===== src/logic/touch_pkg.sv =====
// Shared opcodes, defaults, timing counts and carrier types of the touch sense core
`default_nettype none
package touch_pkg;
  localparam logic [7:0] OP_REINIT    = 8'h00;
  localparam logic [7:0] OP_INT_CLEAR = 8'h03;
  localparam logic [7:0] OP_SLEEP     = 8'h05;
  localparam logic [7:0] OP_WAKE      = 8'h06;
  localparam logic [7:0] OP_WR_CONFIG = 8'h30;
  localparam logic [7:0] OP_RD_CONFIG = 8'h33;
  localparam logic [7:0] OP_WR_CLOCK  = 8'h35;
  localparam logic [7:0] OP_RD_CLOCK  = 8'h36;
  localparam logic [7:0] OP_WR_MASK   = 8'h39;
  localparam logic [7:0] OP_RD_MASK   = 8'h3A;
  localparam logic [7:0] OP_BUS_INT   = 8'h3C;

  localparam logic [7:0] CONFIG_RESET = 8'h00;
  localparam logic [7:0] CLOCK_RESET  = 8'h0C;
  localparam logic [7:0] MASK_RESET   = 8'hFF;
  localparam logic [7:0] STATE_RESET  = 8'h00;

  localparam int CHANNELS     = 8;
  localparam int RUN_W        = 7;
  localparam logic [6:0] DETECT_RUN  = 7'h40;
  localparam logic [6:0] RELEASE_RUN = 7'h40;

  // Cascade role field of the configuration byte
  localparam int OPM_LSB = 6;
  localparam logic [1:0] OPM_SECONDARY = 2'h1;
  localparam logic [1:0] OPM_PRIMARY   = 2'h2;

  localparam int CLK_PERIOD_PS     = 8000;
  localparam int FAST_START_NS     = 2000;
  localparam int SAMPLE_WINDOW_NS  = 4000;
  localparam int FAST_START_CYCLES = (FAST_START_NS * 1000 + CLK_PERIOD_PS - 1) / CLK_PERIOD_PS;
  localparam int SAMPLE_CYCLES     = (SAMPLE_WINDOW_NS * 1000) / CLK_PERIOD_PS;
  localparam logic [7:0] GAP_BASE  = 8'h10;

  typedef struct packed {
    logic       start;
    logic       rw;
    logic       wr_valid;
    logic [7:0] wr_byte;
    logic       rd_req;
  } bus_xact_s;

  typedef struct packed {
    logic       reinit;
    logic       int_clear;
    logic       sleep;
    logic       wake;
    logic       bus_int;
    logic       wr_config;
    logic       wr_clock;
    logic       wr_mask;
    logic [7:0] data;
  } cmd_s;

  typedef enum logic [1:0] {
    RD_STATE  = 2'h0,
    RD_CONFIG = 2'h1,
    RD_CLOCK  = 2'h2,
    RD_MASK   = 2'h3
  } rd_sel_e;
endpackage
`default_nettype wire


===== src/logic/command_decoder.sv =====
// Opcode decoder for bus transactions, issuing one-cycle command strobes
`timescale 1ns/1ps
`default_nettype none
module command_decoder (
  input  wire logic                 clk_sys,
  input  wire logic                 reset,
  input  wire touch_pkg::bus_xact_s xact,
  output var  touch_pkg::cmd_s      cmd,
  output var  touch_pkg::rd_sel_e   rd_sel,
  output var  logic                 fetch
);
  typedef enum logic [3:0] {
    DEC_IDLE   = 4'b0001,
    DEC_OPCODE = 4'b0010,
    DEC_DATA   = 4'b0100,
    DEC_DONE   = 4'b1000
  } dec_e;

  dec_e       state;
  logic [7:0] opcode;

  always_ff @(posedge clk_sys)
  begin
    if (reset)
      state <= DEC_IDLE;
    else if (xact.start)
      state <= xact.rw ? DEC_DONE : DEC_OPCODE;
    else
      case (state)
        DEC_OPCODE: if (xact.wr_valid) state <= (is_write_op(xact.wr_byte) ? DEC_DATA : DEC_DONE);
        DEC_DATA:   if (xact.wr_valid) state <= DEC_DONE;
        DEC_IDLE:   state <= DEC_IDLE;
        DEC_DONE:   state <= DEC_DONE;
        default:    state <= DEC_IDLE;
      endcase
  end

  function automatic logic is_write_op(input logic [7:0] op);
    is_write_op = op == touch_pkg::OP_WR_CONFIG || op == touch_pkg::OP_WR_CLOCK
               || op == touch_pkg::OP_WR_MASK;
  endfunction

  always_ff @(posedge clk_sys)
  begin
    if (reset)
      opcode <= 8'hFF;
    else if (state == DEC_OPCODE && xact.wr_valid && !xact.start)
      opcode <= xact.wr_byte;
  end

  // Unknown opcodes fall through every compare and raise no strobe
  always_ff @(posedge clk_sys)
  begin
    cmd <= '0;
    if (!reset && !xact.start && xact.wr_valid)
    begin
      if (state == DEC_OPCODE)
      begin
        cmd.reinit    <= xact.wr_byte == touch_pkg::OP_REINIT;
        cmd.int_clear <= xact.wr_byte == touch_pkg::OP_INT_CLEAR;
        cmd.sleep     <= xact.wr_byte == touch_pkg::OP_SLEEP;
        cmd.wake      <= xact.wr_byte == touch_pkg::OP_WAKE;
        cmd.bus_int   <= xact.wr_byte == touch_pkg::OP_BUS_INT;
      end
      else if (state == DEC_DATA)
      begin
        cmd.wr_config <= opcode == touch_pkg::OP_WR_CONFIG;
        cmd.wr_clock  <= opcode == touch_pkg::OP_WR_CLOCK;
        cmd.wr_mask   <= opcode == touch_pkg::OP_WR_MASK;
        cmd.data      <= xact.wr_byte;
      end
    end
  end

  always_ff @(posedge clk_sys)
  begin
    if (reset || xact.start)
      rd_sel <= touch_pkg::RD_STATE;
    else if (state == DEC_OPCODE && xact.wr_valid)
      case (xact.wr_byte)
        touch_pkg::OP_RD_CONFIG: rd_sel <= touch_pkg::RD_CONFIG;
        touch_pkg::OP_RD_CLOCK:  rd_sel <= touch_pkg::RD_CLOCK;
        touch_pkg::OP_RD_MASK:   rd_sel <= touch_pkg::RD_MASK;
        default:                 rd_sel <= touch_pkg::RD_STATE;
      endcase
  end

  always_ff @(posedge clk_sys)
  begin
    if (reset)
      fetch <= 1'b0;
    else if (xact.start)
      fetch <= xact.rw;
  end

  chk_write_config: assert property (@(posedge clk_sys) disable iff (reset)
    state == DEC_DATA && opcode == touch_pkg::OP_WR_CONFIG && xact.wr_valid && !xact.start
    |=> cmd.wr_config && cmd.data == $past(xact.wr_byte))
    else $error("write-config data byte not forwarded");
  chk_unknown_ignored: assert property (@(posedge clk_sys) disable iff (reset)
    state == DEC_OPCODE && xact.wr_valid && !xact.start && xact.wr_byte == 8'h01
    |=> cmd == '0 ##1 !cmd.wr_config && !cmd.wr_clock && !cmd.wr_mask)
    else $error("undefined opcode raised a command");
  chk_sleep_decode: assert property (@(posedge clk_sys) disable iff (reset)
    cmd.sleep |-> $past(xact.wr_byte) == touch_pkg::OP_SLEEP && !cmd.wake)
    else $error("sleep strobe without sleep opcode");
endmodule
`default_nettype wire


===== src/logic/pulse_run_counter.sv =====
// Per-channel counter of consecutive same-direction pulses and detect flag
`timescale 1ns/1ps
`default_nettype none
module pulse_run_counter (
  input  wire logic clk_sys,
  input  wire logic reset,
  input  wire logic up,
  input  wire logic down,
  output var  logic detect
);
  logic [touch_pkg::RUN_W-1:0] run;
  logic                        last_up;
  logic [touch_pkg::RUN_W-1:0] next_run;

  always_comb
  begin
    if (up != last_up)
      next_run = 7'h01;
    else if (run != 7'h7F)
      next_run = run + 7'h01;
    else
      next_run = run;
  end

  always_ff @(posedge clk_sys)
  begin
    if (reset)
    begin
      run     <= 7'h00;
      last_up <= 1'b0;
    end
    else if (up || down)
    begin
      run     <= next_run;
      last_up <= up;
    end
  end

  // A long down run switches the output off again
  always_ff @(posedge clk_sys)
  begin
    if (reset)
      detect <= 1'b0;
    else if (up && next_run == touch_pkg::DETECT_RUN)
      detect <= 1'b1;
    else if (down && next_run == touch_pkg::RELEASE_RUN)
      detect <= 1'b0;
  end

  chk_detect_run: assert property (@(posedge clk_sys) disable iff (reset)
    $rose(detect) |-> last_up && run == touch_pkg::DETECT_RUN)
    else $error("detect rose without 64 consecutive up pulses");
  chk_run_restart: assert property (@(posedge clk_sys) disable iff (reset)
    (up && !last_up) || (down && last_up) |=> run == 7'h01)
    else $error("run not restarted on direction change");
endmodule
`default_nettype wire


===== src/logic/touch_core.sv =====
// Digital core: channel sequencing, pulse arbitration, sensor state, sleep and commands
`timescale 1ns/1ps
`default_nettype none
// Summary of operation
// - Channels sampled in turn; reference timer triggered at each sampling instant.
// - Reference tripping first gives an up pulse, channel first gives down.
// - Per-channel counter counts same-direction pulses, restarted at 1 on direction change.
// - Detect output activates only after 64 consecutive up pulses.
// - Detect states captured into sensor state; any change raises interrupt pin except in bus interrupt mode.
// - Config, clock and mask written only by own commands; single commands other than reinit leave them.
// - Opcodes 00h reinit, 05h sleep, 06h wake, none with data.
// - Opcode 03h deactivates the interrupt pin indication.
// - Opcode 30h writes configuration byte; 33h returns it.
// - Opcode 35h writes clock setting byte; 36h returns it.
// - Opcode 39h writes mask byte; 3Ah returns it.
// - Opcode 3Ch enters bus interrupt mode, no data byte.
// - Read bit set in address byte means a sensor state fetch.
// - State fetch returns sensor state and releases the interrupt pin.
// - Repeated read bytes return sensor state; cascaded chips alternate bytes.
// - Reset only at power-on or by the reinit command.
// - Reinit restores channels, registers, ends bus interrupt mode.
// - Sleep powers down analog blocks, oscillator and regulator; the core only clears analog_en and has no oscillator or regulator control.
// - Asleep, registers are kept and commands still answered.
// - Leaving sleep runs the start-up phase with fast reservoir charging.
// - Sleep entered by command or pin high; left by wake or pin low.
// - Command sleep and pin sleep tracked separately, each ends its own way.
module touch_core (
  input  wire logic                 clk_sys,
  input  wire logic                 reset,
  input  wire logic                 sleep_pin,
  input  wire logic                 ref_tripped,
  input  wire logic [7:0]           chan_tripped,
  input  wire touch_pkg::bus_xact_s xact,
  output var  logic [7:0]           rd_data,
  output var  logic                 rd_own,
  output var  logic                 int_n,
  output var  logic                 bus_int_mode,
  output var  logic                 ref_trigger,
  output var  logic [7:0]           chan_sel,
  output var  logic [7:0]           up_pulse,
  output var  logic [7:0]           down_pulse,
  output var  logic                 analog_en,
  output var  logic                 fast_start,
  output var  logic [7:0]           config_reg,
  output var  logic [7:0]           clock_setting_reg,
  output var  logic [7:0]           mask_reg,
  output var  logic [7:0]           sensor_state_reg
);
  typedef enum logic [3:0] {
    ST_SLEEP   = 4'b0001,
    ST_STARTUP = 4'b0010,
    ST_SAMPLE  = 4'b0100,
    ST_GAP     = 4'b1000
  } seq_e;

  touch_pkg::cmd_s    cmd;
  touch_pkg::rd_sel_e rd_sel;
  logic               fetch;
  logic               rst_int;
  seq_e               state;
  logic [2:0]         idx;
  logic [9:0]         timer;
  logic [7:0]         detect;
  logic [7:0]         next_state;
  logic               sw_sleep;
  logic               asleep;
  logic               int_pending;
  logic               clear_int;

  // Three-stage synchronisers; a level counts once stages two and three agree
  // Bits 7..0 channels, bit 8 the reference, bit 9 the sleep pin
  logic [9:0] sync1;
  logic [9:0] sync2;
  logic [9:0] sync3;
  logic [9:0] filt;
  logic [9:0] raw_in;

  assign raw_in = {sleep_pin, ref_tripped, chan_tripped};

  genvar gi;
  generate
    for (gi = 0; gi < 10; gi++)
    begin : g_sync
      always_ff @(posedge clk_sys)
      begin
        sync1[gi] <= raw_in[gi];
        sync2[gi] <= sync1[gi];
        sync3[gi] <= sync2[gi];
        if (reset)
          filt[gi] <= 1'b0;
        else if (sync2[gi] == sync3[gi])
          filt[gi] <= sync3[gi];
      end
    end
  endgenerate

  // No reset pin: power-on reset and the reinit command are the only sources
  assign rst_int = reset || cmd.reinit;

  command_decoder u_decoder (
    .clk_sys (clk_sys),
    .reset   (reset),
    .xact    (xact),
    .cmd     (cmd),
    .rd_sel  (rd_sel),
    .fetch   (fetch)
  );

  generate
    for (gi = 0; gi < touch_pkg::CHANNELS; gi++)
    begin : g_chan
      pulse_run_counter u_run (
        .clk_sys (clk_sys),
        .reset   (rst_int),
        .up      (up_pulse[gi]),
        .down    (down_pulse[gi]),
        .detect  (detect[gi])
      );
    end
  endgenerate

  // Pin sleep is the filtered level itself, so only the pin can end it
  always_ff @(posedge clk_sys)
  begin
    if (rst_int)
      sw_sleep <= 1'b0;
    else if (cmd.sleep)
      sw_sleep <= 1'b1;
    else if (cmd.wake)
      sw_sleep <= 1'b0;
  end

  assign asleep = sw_sleep || filt[9];

  always_ff @(posedge clk_sys)
  begin
    if (rst_int)
    begin
      state       <= ST_STARTUP;
      idx         <= 3'h0;
      timer       <= 10'h000;
      ref_trigger <= 1'b0;
      chan_sel    <= 8'h00;
      up_pulse    <= 8'h00;
      down_pulse  <= 8'h00;
      analog_en   <= 1'b1;
      fast_start  <= 1'b1;
    end
    else
    begin
      up_pulse   <= 8'h00;
      down_pulse <= 8'h00;
      if (asleep)
      begin
        state       <= ST_SLEEP;
        analog_en   <= 1'b0;
        fast_start  <= 1'b0;
        ref_trigger <= 1'b0;
        chan_sel    <= 8'h00;
      end
      else
        case (state)
          ST_SLEEP:
          begin
            state      <= ST_STARTUP;
            analog_en  <= 1'b1;
            fast_start <= 1'b1;
            timer      <= 10'h000;
            idx        <= 3'h0;
          end
          ST_STARTUP:
            if (timer == 10'(touch_pkg::FAST_START_CYCLES - 1))
            begin
              state       <= ST_SAMPLE;
              fast_start  <= 1'b0;
              timer       <= 10'h000;
              ref_trigger <= 1'b1;
              chan_sel    <= 8'h01 << idx;
            end
            else
              timer <= timer + 10'h001;
          ST_SAMPLE:
          begin
            // Reference wins a tie: both tripping together counts as up
            if (filt[idx] || filt[8] || timer == 10'(touch_pkg::SAMPLE_CYCLES - 1))
            begin
              if (filt[8])
                up_pulse[idx] <= 1'b1;
              else if (filt[idx])
                down_pulse[idx] <= 1'b1;
              state       <= ST_GAP;
              timer       <= 10'h000;
              ref_trigger <= 1'b0;
              chan_sel    <= 8'h00;
            end
            else
              timer <= timer + 10'h001;
          end
          ST_GAP:
            // Sampling rate follows the clock setting byte
            if (timer[7:0] == touch_pkg::GAP_BASE + {3'h0, clock_setting_reg[4:0]})
            begin
              state       <= ST_SAMPLE;
              timer       <= 10'h000;
              idx         <= idx + 3'h1;
              ref_trigger <= 1'b1;
              chan_sel    <= 8'h01 << (idx + 3'h1);
            end
            else
              timer <= timer + 10'h001;
          default:
            state <= ST_STARTUP;
        endcase
    end
  end

  // Registers keep their contents through sleep; only reset or reinit restores them
  always_ff @(posedge clk_sys)
  begin
    if (rst_int)
    begin
      config_reg        <= touch_pkg::CONFIG_RESET;
      clock_setting_reg <= touch_pkg::CLOCK_RESET;
      mask_reg          <= touch_pkg::MASK_RESET;
      bus_int_mode      <= 1'b0;
    end
    else
    begin
      if (cmd.wr_config)
        config_reg <= cmd.data;
      if (cmd.wr_clock)
        clock_setting_reg <= cmd.data;
      if (cmd.wr_mask)
        mask_reg <= cmd.data;
      if (cmd.bus_int)
        bus_int_mode <= 1'b1;
    end
  end

  assign next_state = detect & mask_reg;
  assign clear_int  = cmd.int_clear || (fetch && xact.rd_req);

  always_ff @(posedge clk_sys)
  begin
    if (rst_int)
    begin
      sensor_state_reg <= touch_pkg::STATE_RESET;
      int_pending      <= 1'b0;
      int_n            <= 1'b1;
    end
    else
    begin
      sensor_state_reg <= next_state;
      // A new change wins over a clear in the same cycle
      if (next_state != sensor_state_reg)
        int_pending <= 1'b1;
      else if (clear_int)
        int_pending <= 1'b0;
      int_n <= !((int_pending && !clear_int) || next_state != sensor_state_reg) || bus_int_mode;
    end
  end

  // Read bytes: cascaded chips take turns, primary on even bytes
  always_ff @(posedge clk_sys)
  begin
    if (rst_int)
    begin
      rd_data <= 8'h00;
      rd_own  <= 1'b1;
    end
    else if (xact.start)
      rd_own <= config_reg[touch_pkg::OPM_LSB +: 2] != touch_pkg::OPM_SECONDARY;
    else if (xact.rd_req)
    begin
      if (fetch)
        rd_data <= sensor_state_reg;
      else
        case (rd_sel)
          touch_pkg::RD_CONFIG: rd_data <= config_reg;
          touch_pkg::RD_CLOCK:  rd_data <= clock_setting_reg;
          touch_pkg::RD_MASK:   rd_data <= mask_reg;
          default:              rd_data <= sensor_state_reg;
        endcase
      if (config_reg[touch_pkg::OPM_LSB +: 2] == touch_pkg::OPM_PRIMARY
          || config_reg[touch_pkg::OPM_LSB +: 2] == touch_pkg::OPM_SECONDARY)
        rd_own <= !rd_own;
    end
  end

  chk_reinit_defaults: assert property (@(posedge clk_sys) disable iff (reset)
    cmd.reinit |=> config_reg == touch_pkg::CONFIG_RESET && mask_reg == touch_pkg::MASK_RESET
                   && !bus_int_mode && !sw_sleep)
    else $error("reinit left state off its defaults");
  chk_sleep_power: assert property (@(posedge clk_sys) disable iff (reset)
    asleep && !cmd.reinit |=> !analog_en && !ref_trigger)
    else $error("analog active while asleep");
  chk_wake_startup: assert property (@(posedge clk_sys) disable iff (reset)
    $rose(analog_en) |-> fast_start ##1 state == ST_STARTUP)
    else $error("wake without start-up phase");
  chk_pin_wake: assert property (@(posedge clk_sys) disable iff (reset)
    sw_sleep && !cmd.wake && !cmd.reinit |=> sw_sleep)
    else $error("command sleep ended without wake");
  chk_int_raise: assert property (@(posedge clk_sys) disable iff (reset)
    next_state != sensor_state_reg && !bus_int_mode && !cmd.reinit |=> !int_n)
    else $error("state change gave no interrupt");
  chk_int_clear: assert property (@(posedge clk_sys) disable iff (reset)
    cmd.int_clear && next_state == sensor_state_reg |=> int_n)
    else $error("interrupt pin not released by clear");
  chk_fetch_data: assert property (@(posedge clk_sys) disable iff (reset)
    fetch && xact.rd_req && !xact.start && !cmd.reinit |=> rd_data == $past(sensor_state_reg))
    else $error("fetch did not return sensor state");
  chk_sample_pulse: assert property (@(posedge clk_sys) disable iff (reset)
    state == ST_SAMPLE && filt[8] && !asleep && !cmd.reinit |=> up_pulse != 8'h00 && down_pulse == 8'h00)
    else $error("reference first without up pulse");
endmodule
`default_nettype wire


===== config.mk =====
export PLATFORM = sky130hd
export DESIGN_NAME = touch_core
export DESIGN_NICKNAME = d
export VERILOG_FILES = /design/src/logic/touch_pkg.sv /design/src/logic/command_decoder.sv /design/src/logic/pulse_run_counter.sv /design/src/logic/touch_core.sv
export SDC_FILE = /design/constraint.sdc
export NUM_CORES = 1
export LEC_CHECK = 0
export BUFFER_PORTS_ARGS = -buffer_cell sky130_fd_sc_hd__clkbuf_2
export CORE_UTILIZATION = 35
export CTS_BUF_LIST = sky130_fd_sc_hd__clkbuf_4
export CTS_CLUSTER_SIZE = 12
export DETAILED_ROUTE_END_ITERATION = 8
export PLACE_DENSITY = 0.51
export SYNTH_ARGS = -nofsm -noshare
export SYNTH_HDL_FRONTEND = slang
export SYNTH_SLANG_ARGS = --single-unit

===== constraint.sdc =====
create_clock -name clk_sys -period 3.7 [get_ports clk_sys]
set_input_delay 0.74 -clock clk_sys [delete_from_list [all_inputs] [get_ports clk_sys]]
set_output_delay 0.74 -clock clk_sys [all_outputs]
set_load 0.05 [all_outputs]

==> results of run 1 <==
## worst max-delay path by stage
| stage | endpoint | slack [ns] |
|---|---|---|
| global placement | state[1] | 1.20 |
| CTS | state[1] | 1.03 |
| global route | state[1] | 0.75 |
| finish | state[1] | 1.04 |
| floorplan | timer[4] | 1.45 |
| detailed placement | state[1] | 1.06 |
## through the flow
step                hold WS (ns)  instances  total power, mW  setup slack (ns)
finish                    0.1661       1716            5.021             1.042
global route             0.08717       1716            5.272            0.7521
CTS                       0.1004       1715            5.122             1.029
detailed placement        0.3136       1607            2.826             1.061
global placement          0.3103       1607            2.824             1.202
floorplan                 0.3096       1208            2.755             1.447
## synth_stat cells (6+ instances only)
cell / instances
dfxtp_1: 232
nor2_1: 135
nand2_1: 130
a21oi_1: 98
clkbuf_1: 51
nor3_1: 51
o21ai_0: 47
mux2i_1: 38
a31oi_1: 30
inv_1: 29
nand3_1: 26
xnor2_1: 22
and3_1: 20
a211oi_1: 18
and2_1: 18
nand2b_1: 17
buf_4: 16
or2_2: 15
a22oi_1: 14
ha_1: 13
nand4_1: 13
nor4_1: 11
buf_1: 10
o221ai_1: 9
xor2_1: 9
nor4b_1: 8
or3_1: 8
mux2_2: 7
nor2b_1: 7
a211o_1: 6
a31o_2: 6
nand3b_1: 6
nor3b_1: 6
o2111ai_1: 6
o22ai_1: 6
## worst max-delay path: stages, from the launching register on
cell,delay [ns]
dfxtp_1,0.45
ha_1,0.25
nor4b_1,0.27
nand3_1,0.17
nand3_2,0.13
nand3_1,0.34
a31oi_1,0.69
o21ai_0,0.19
## final cells by class
cell class / count / share of cell area
antenna: 1 / 0.0002140
clock buffer: 85 / 0.05458
clock inverter: 23 / 0.01316
inverter: 30 / 0.009739
multi-input combinational: 864 / 0.4405
sequential: 232 / 0.3973
tap: 384 / 0.04110
timing repair buffer: 97 / 0.04345
## routing by layer
| layer | vias up | global-route usage | wire length (µm) |
|---|---|---|---|
| li1 | 4492 | - | - |
| met1 | 4111 | 0.2177 | 11710 |
| met2 | 214 | 0.2753 | 11810 |
| met3 | 31 | 0.04386 | 1577 |
| met4 | 0 | 0.05088 | 371 |
| met5 | - | 0 | 0 |
## cells in the final DEF (no fill, tap or decap), types with 6 or more instances in the layout
cell type  count
and3_1        20
mux2_2         7
clkbuf_4      85
nor3_1        51
nand2_1      130
nand4_1       13
nor3b_1        6
clkbuf_2      93
nand3_1       26
nor2b_1        7
mux2i_1       38
clkinv_2      10
nor4_1        11
clkinv_1      11
dfxtp_1      232
a31oi_1       30
or3_1          8
a21oi_1       98
and2_1        18
inv_1         29
nor2_1       134
ha_1          13
a31o_2         6
xnor2_1       22
o22ai_1        6
nand2b_1      17
a211oi_1      18
a22oi_1       14
a211o_1        6
xor2_1         9
o221ai_1       9
o21ai_0       47
o2111ai_1      6
nand3b_1       6
or2_2         14
nor4b_1        8
## power by group through the flow
stage	clock [mW]	sequential, mW	combinational, mW
after floorplan	0	2.63	0.129
after global placement	0	2.62	0.204
after detailed placement	0	2.62	0.205
after CTS	2.35	2.56	0.206
after global routing	2.48	2.57	0.226
final	2.25	2.57	0.203
## cell families after synthesis
logic type                 Yosys count
DFF                                232
and+or+nand+nor                    490
AOI/OAI and AO/OA                  282
buffers and inverters              112
xor gates and xnor gates            31
muxes                               48
adders and majority gates           13
==> flow_metrics.py, run 1 <==
metrics = {
    "clock_tree": {
        "post_cts_buffers": 0,
        "cts_sinks": 232,
        "cts_tree": "yes",
        "cts_hold_buf": 0,
        "path_clk_slew_ns": 0.07,
        "clk_latency_ns": 0.69,
        "cts_htree_levels": 2,
        "cts_resized": 0,
        "clk_path_buf_depth": 3,
        "clockRootBuffer": "clkbuf_4",
        "cts_made_buffers": 61,
    },
    "power": {
        "combPwrFrac": 0.040,
        "vdd_drop_max_mv": 0.3235,
        "p_int_mw": 3.801,
        "p_leak_nw": 4.278,
        "powerDensity_nw_per_um2": 429.4,
        "power_switching_mw": 1.220,
        "switching_share": 0.2430,
        "power.share.clock": 0.449,
        "power_frac_seq": 0.511,
    },
    "worst_setup_path": {
        "r2r_cells": 7,
        "worst_r2r_endpoint": "state[1]",
        "worst_setup_path_end_kind": "register",
        "critical_path_arrival_ns": 3.19,
        "crit_fanout": 11,
        "path_class": "reg2reg",
        "r2r_start": "timer[0]",
        "start_kind": "register",
        "rrSetupSlack_ns": 1.04,
        "required_ns": 4.23,
        "cp-startpoint": "timer[0]",
    },
    "die": {
        "initial_core_util": 0.3574,
        "dieArea_um2": 30070,
        "coreArea_um2": 28780,
        "die_width_um": 173.4,
        "num_io_pins": 94,
        "die_y_um": 173.4,
        "rows": 62,
    },
    "yosys": {
        "synthXorXnorAreaFrac": 0.02640,
        "synth.distinct_cells": 70,
        "synthMuxAreaShare": 0.05122,
        "synth-edff-count": 0,
        "synth-seq-cells": 232,
        "synthAdderAreaFrac": 0.01582,
        "syn_avg_cell_area_um2": 8.514,
        "yosys_warnings": 0,
        "synth_compound_area_frac": 0.1749,
        "synth-simple-area-share": 0.2314,
        "yosysTopAreaCell": "dfxtp_1",
        "syn_area_um2": 10280,
        "synth_top_family_by_area": "simple AND/OR/NAND/NOR gates",
        "synth_flop_cell": "dfxtp_1",
        "syn-num-nets": 1245,
        "yosysSeqAreaShare": 0.4516,
        "synth_cells": 1208,
        "synth_area_leaders": "dfxtp_1 45%, nor2_1 4.9%, a21oi_1 4.8%",
        "ys_async_sr_fraction": 0,
        "synth.top_cell.area_share": 0.4516,
    },
    "min_path": {
        "min_to": "sync1[3]",
        "worstHoldStart": "chan_tripped[3]",
        "min_path_type": "in2reg",
        "holdPathStages": 1,
    },
    "grt": {
        "antenna_found_initial": 1,
        "grt_max_degree": 109,
        "grt_pass1_vias": 8235,
        "overflow": 0,
        "grt_pass1_wl_um": 41870,
        "grt.total_usage": 0.1687,
    },
    "place": {
        "hpwl_um": 17660,
        "placed_area_um2": 10900,
        "port_buffers": 93,
        "place_congestion": 0.8389,
    },
    "route": {
        "drcViolationCount": 0,
        "drtPass1Iterations": 5,
        "postRouteAntennaNets": 0,
        "wirelength_um": 25470,
        "wl_per_cell_um": 14.84,
        "drt-initial-drc-count": 427,
        "via_count": 8848,
        "viasPerCell": 5.156,
    },
    "cells_and_area": {
        "finalNetCount": 1323,
        "nFillCells": 2941,
        "final_area_um2": 11690,
        "multiInputGateArea_um2": 5150,
        "syn_to_final_growth_pct": 13.67,
        "largest_reg_flops": 56,
        "largestRegisters": "g_chan.u_run.run: 56 flops, u_decoder.cmd: 16 flops",
        "final_core_util": 0.4062,
        "drive_gt1_frac": 0.1773,
        "regArea_um2": 4644,
        "top_register": "g_chan.u_run.run",
    },
    "timing": {
        "period_needed_ns": 2.658,
        "clock.fmax_ghz": 0.3763,
        "rsz0062_at_grt": "no",
        "fin_worst_skew_ns": 0.03433,
        "fin_tns_setup_ns": 0,
        "finalMaxSlewViolations": 0,
        "slew_headroom": 0.4464,
        "hold_viol_final": 0,
        "finalSetupViolations": 0,
        "timing.final.crit_share": 0.7183,
        "tightest_slew_ns": 0.8188,
    },
    "outcome": {
        "status": "complete, no violations",
    },
    "run": {
        "cap_violations": 0,
    },
}
Note: power is estimated with default switching activity, not from simulation.
==> run 2: changes to the inputs <==
Settings changed: PLACE_DENSITY 0.51 to 0.53.
Clock period 3.7 ns to 2.2 ns, I/O delays scaled along.
==> run 2 against run 1 <==
- clock power increased by 81%
- non-clock buffer count increased by 61
- combinational power increased by 92%
- final area increased by 5.0%
- fmax increased by 25%
- utilization increased by 2.0 points
- wire length increased by 1.8%
- setup slack got worse by 0.97 ns
- global-route usage increased by 0.40 points
- critical endpoint is now timer[4]
==> flow_metrics.py, run 2 (synthesis results as in run 1) <==
metrics = {
    "power": {
        "p_leak_nw": 4.599,
        "vdd_drop_max_mv": 0.5051,
        "powerDensity_nw_per_um2": 713.9,
    },
    "timing": {
        "clock.fmax_ghz": 0.4696,
        "hold_viol_final": 0,
        "timing.final.crit_share": 0.9680,
        "finalSetupViolations": 0,
        "fin_worst_skew_ns": 0.06803,
        "tightest_slew_ns": 0.6395,
        "period_needed_ns": 2.130,
        "finalMaxSlewViolations": 0,
        "rsz0062_at_grt": "no",
        "slew_headroom": 0.5706,
        "fin_tns_setup_ns": 0,
    },
    "die": {
        "coreArea_um2": 28780,
        "die_width_um": 173.4,
        "dieArea_um2": 30070,
        "rows": 62,
        "initial_core_util": 0.3574,
        "die_y_um": 173.4,
        "num_io_pins": 94,
    },
    "clock_tree": {
        "path_clk_slew_ns": 0.07,
        "clk_path_buf_depth": 3,
        "cts_htree_levels": 3,
        "clk_latency_ns": 0.68,
        "cts_made_buffers": 68,
        "cts_sinks": 232,
        "cts_tree": "yes",
        "clockRootBuffer": "clkbuf_4",
    },
    "outcome": {
        "status": "complete, no violations",
    },
    "min_path": {
        "min_to": "u_decoder.state[2]",
        "min_path_type": "in2reg",
        "worstHoldStart": "xact[11]",
        "holdPathStages": 3,
    },
    "cells_and_area": {
        "regArea_um2": 4646,
        "largestRegisters": "g_chan.u_run.run: 56 flops, u_decoder.cmd: 16 flops",
        "largest_reg_flops": 56,
        "multiInputGateArea_um2": 5171,
        "syn_to_final_growth_pct": 19.37,
        "finalNonFillerCells": 1788,
        "nFillCells": 2906,
        "finalNetCount": 1391,
        "drive_gt1_frac": 0.2118,
        "final_common_cell": "dfxtp_1",
        "layout_common_cells": "231 x dfxtp_1, 133 x nor2_1, 130 x nand2_1",
        "top_register": "g_chan.u_run.run",
    },
    "grt": {
        "grt_pass1_wl_um": 42650,
        "antenna_found_initial": 1,
        "grt_pass1_vias": 8635,
        "overflow": 0,
        "grt_max_degree": 41,
        "grt.total_usage": 0.1727,
    },
    "route": {
        "drt-initial-drc-count": 497,
        "viasPerCell": 5.058,
        "postRouteAntennaNets": 0,
        "drtPass1Iterations": 5,
        "drcViolationCount": 0,
        "via_count": 9043,
        "wirelength_um": 25920,
        "wl_per_cell_um": 14.50,
    },
    "place": {
        "place_inst": 1654,
        "place_congestion": 0.8578,
        "port_buffers": 93,
        "hpwl_um": 18240,
    },
    "worst_setup_path": {
        "critical_path_arrival_ns": 2.70,
        "r2r_start": "idx[0]",
        "path_class": "reg2reg",
        "rrSetupSlack_ns": 0.07,
        "crit_fanout": 8,
        "r2r_cells": 6,
        "worst_r2r_endpoint": "timer[4]",
        "start_kind": "register",
        "required_ns": 2.77,
        "worst_setup_path_end_kind": "register",
    },
    "run": {
        "cap_violations": 0,
    },
}
[run 2: per-stage QoR]
step / utilization / hold slack [ns] / cell area (µm²) / total power [mW] / setup WS [ns]
final: 0.4266 / 0.05966 / 12280 / 8.765 / 0.07046
after global routing: 0.4266 / 0.006825 / 12280 / 9.248 / 0.004279
after CTS: 0.4257 / 0.01600 / 12250 / 8.946 / 0.06832
after detailed placement: 0.3905 / 0.3132 / 11240 / 4.775 / 0.05282
after global placement: 0.3905 / 0.3107 / 11240 / 4.770 / 0.1064
after floorplan: - / 0.3096 / 10290 / 4.637 / 0.01772
[run 2: how the worst max path moves through the flow]
stage,cells after the start,start,slack [ns],to
final,6,idx[0],0.07,timer[4]
after global placement,6,idx[0],0.11,timer[4]
after CTS,6,idx[0],0.07,timer[3]
after detailed placement,6,idx[0],0.05,timer[4]
after global routing,7,g_chan[0].u_run.run[0],0.004,g_chan[0].u_run.detect
after floorplan,8,idx[0],0.02,timer[3]
[run 2: worst max-delay path, cell delays in order, from the launching register on]
cell     delay, ns
dfxtp_2       0.36
mux4_2        0.53
mux2i_4       0.21
nand3_2       0.14
and3_4        0.20
or4_1         0.50
a31oi_1       0.13
[run 2: what timing repair did]
item / 4_1_cts / 5_1_grt
hold buffers: 14 / 0
gates resized for setup: 0 / 4
setup endpoints to repair: 0 / 4
endpoints found under the hold margin: 17 / 0
buffers inserted: 0 / 0
[run 2: routing by layer]
| layer | track usage | up-vias | part of all wire | routed length, µm |
|---|---|---|---|---|
| met5 | 0 | - | 0 | 0 |
| met4 | 0.06158 | 0 | 0.019 | 489 |
| met3 | 0.04846 | 41 | 0.054 | 1401 |
| met2 | 0.2798 | 187 | 0.46 | 11940 |
| met1 | 0.2187 | 4171 | 0.47 | 12080 |
| li1 | - | 4644 | - | - |
[run 2: area by class of cell]
| class | count | area share |
|---|---|---|
| diodes | 2 | 0.0004077 |
| repair buffers | 158 | 0.08051 |
| multi-input cells | 864 | 0.4212 |
| clock buffers | 93 | 0.05687 |
| flip-flops and latches | 232 | 0.3784 |
| clock inverters | 25 | 0.01417 |
| inverters | 30 | 0.009274 |
| well taps | 384 | 0.03914 |
[run 2: power breakdown]
part / internal, mW / total [mW] / leakage (nW) / switching (mW)
Combinational: 0.145 / 0.390 / 2.21 / 0.245
Clock: 2.21 / 4.07 / 0.505 / 1.85
Sequential: 4.27 / 4.31 / 1.89 / 0.0438
Total: 6.62 / 8.76 / 4.60 / 2.14
==> run 3: changes to the inputs <==
Settings changed: CORE_UTILIZATION 35 to 40, PLACE_DENSITY 0.53 to 0.59.
==> run 3 against run 2 <==
- die area decreased by 12%
- critical path depth unchanged
- critical endpoint is now timer[3]
- final area is 1.5% lower
- clock skew decreased by 0.016 ns
- non-clock buffer count is 12 lower
==> flow_metrics.py, run 3 (synthesis results as in run 1) <==
metrics = {
    "outcome": {
        "status": "complete, no violations",
    },
    "clock_tree": {
        "cts_tree": "yes",
        "clk_path_buf_depth": 3,
        "path_clk_slew_ns": 0.06,
        "cts_made_buffers": 66,
        "clockRootBuffer": "clkbuf_4",
        "cts_sinks": 232,
        "cts_htree_levels": 3,
        "clk_latency_ns": 0.65,
    },
    "cells_and_area": {
        "largest_reg_flops": 56,
        "syn_to_final_growth_pct": 17.53,
        "drive_gt1_frac": 0.2082,
        "top_register": "g_chan.u_run.run",
        "finalNonFillerCells": 1719,
        "largestRegisters": "g_chan.u_run.run: 56 flops, u_decoder.cmd: 16 flops",
        "final_common_cell": "dfxtp_1",
        "finalNetCount": 1377,
        "final_area_um2": 12090,
        "layout_common_cells": "229 x dfxtp_1, 132 x nor2_1, 130 x nand2_1",
    },
    "route": {
        "via_count": 9054,
        "viasPerCell": 5.267,
        "drtPass1Iterations": 5,
        "wl_per_cell_um": 14.73,
        "wirelength_um": 25320,
        "drcViolationCount": 0,
        "drt-initial-drc-count": 485,
        "postRouteAntennaNets": 0,
    },
    "min_path": {
        "min_path_type": "in2reg",
    },
    "grt": {
        "grt_pass1_vias": 8457,
        "grt_pass1_wl_um": 41290,
        "overflow": 0,
        "antenna_found_initial": 1,
        "grt.total_usage": 0.1921,
        "grt_max_degree": 69,
    },
    "die": {
        "initial_core_util": 0.4084,
        "die_width_um": 162.4,
        "dieArea_um2": 26360,
        "die_y_um": 162.4,
        "coreArea_um2": 25180,
        "num_io_pins": 94,
        "rows": 58,
    },
    "timing": {
        "clock.fmax_ghz": 0.4717,
        "period_needed_ns": 2.120,
        "hold_viol_final": 0,
        "slew_headroom": 0.6188,
        "fin_worst_skew_ns": 0.05163,
        "timing.final.crit_share": 0.9636,
        "finalMaxSlewViolations": 0,
        "fin_tns_setup_ns": 0,
        "fin_hold_ws_ns": 0.05991,
        "tightest_slew_ns": 0.5710,
        "finalSetupViolations": 0,
    },
    "worst_setup_path": {
        "path_class": "reg2reg",
        "cpPeakStageDelay_ns": 0.53,
        "worstPathCellList": "mux4_2 > mux2i_4 > nand3_2 > and3_4 > or4_1 > a31oi_1",
        "crit_fanout": 8,
        "required_ns": 2.73,
        "start_kind": "register",
        "worst_setup_path_end_kind": "register",
        "critical_path_arrival_ns": 2.65,
        "slowest_stage": "mux4_2",
    },
    "place": {
        "place_inst": 1588,
        "placed_area_um2": 11090,
        "place_congestion": 0.8950,
        "port_buffers": 93,
        "hpwl_um": 17390,
    },
    "power": {
        "powerDensity_nw_per_um2": 709.6,
        "power_mw": 8.577,
        "p_leak_nw": 4.535,
        "vdd_drop_max_mv": 0.4976,
    },
    "run": {
        "cap_violations": 0,
    },
}
==> run 3: metrics by stage <==
| step | util | worst slack, ns |
|---|---|---|
| floorplan | - | 0.01772 |
| finish | 0.4800 | 0.08001 |
| CTS | 0.4779 | 0.008700 |
| global route | 0.4800 | -0.006232 |
| global placement | 0.4405 | 0.1194 |
| detailed placement | 0.4405 | 0.06831 |
==> run 3: critical path: cells and delay by family (launching register included) <==
kind / cells / cell delay, ns
and+or+nand+nor: 3 / 0.81
muxes: 2 / 0.70
DFF: 1 / 0.36
AOI/OAI and AO/OA: 1 / 0.15
==> run 3: area by class of cell <==
class	count	area, µm²
Antenna cell	1	2.502
Clock buffer	93	698.2
Clock inverter	23	123.9
Fill cell	2420	13090
Inverter	30	113.9
Multi-Input combinational cell	864	5182
Sequential cell	232	4648
Tap cell	330	412.9
Timing Repair Buffer	146	905.9
==> run 3: repair_timing <==
action,CTS,global route
hold buffers,12,0
endpoints found under the hold margin,13,0
setup endpoints to repair,0,7
buffers inserted,0,2
gates resized for setup,0,8
==> run 3: path summary, 6_finish.rpt <==
path / start / cells past startpoint / slack, ns / end
max: idx[0] / 6 / 0.08 / timer[3]
min: xact[5] / 2 / 0.06 / u_decoder.opcode[4]
max reg2reg: idx[0] / 6 / 0.08 / timer[3]
min reg2reg: sync1[3] / 0 / 0.33 / sync2[3]
==> run 3: per-layer routing <==
metal  track usage  routed length, µm  up-vias
met5             0                  0        -
met3       0.04915               1397       37
met4       0.07118                455        0
met1        0.2405              11530     4190
li1              -                  -     4612
met2        0.3168              11930      215
==> run 3: where the power goes <==
group	switching, mW	leakage (nW)	total (mW)	internal, mW
Sequential	0.0455	1.89	4.31	4.27
Clock	1.80	0.497	3.88	2.08
Combinational	0.244	2.15	0.386	0.142
Total	2.09	4.54	8.58	6.49
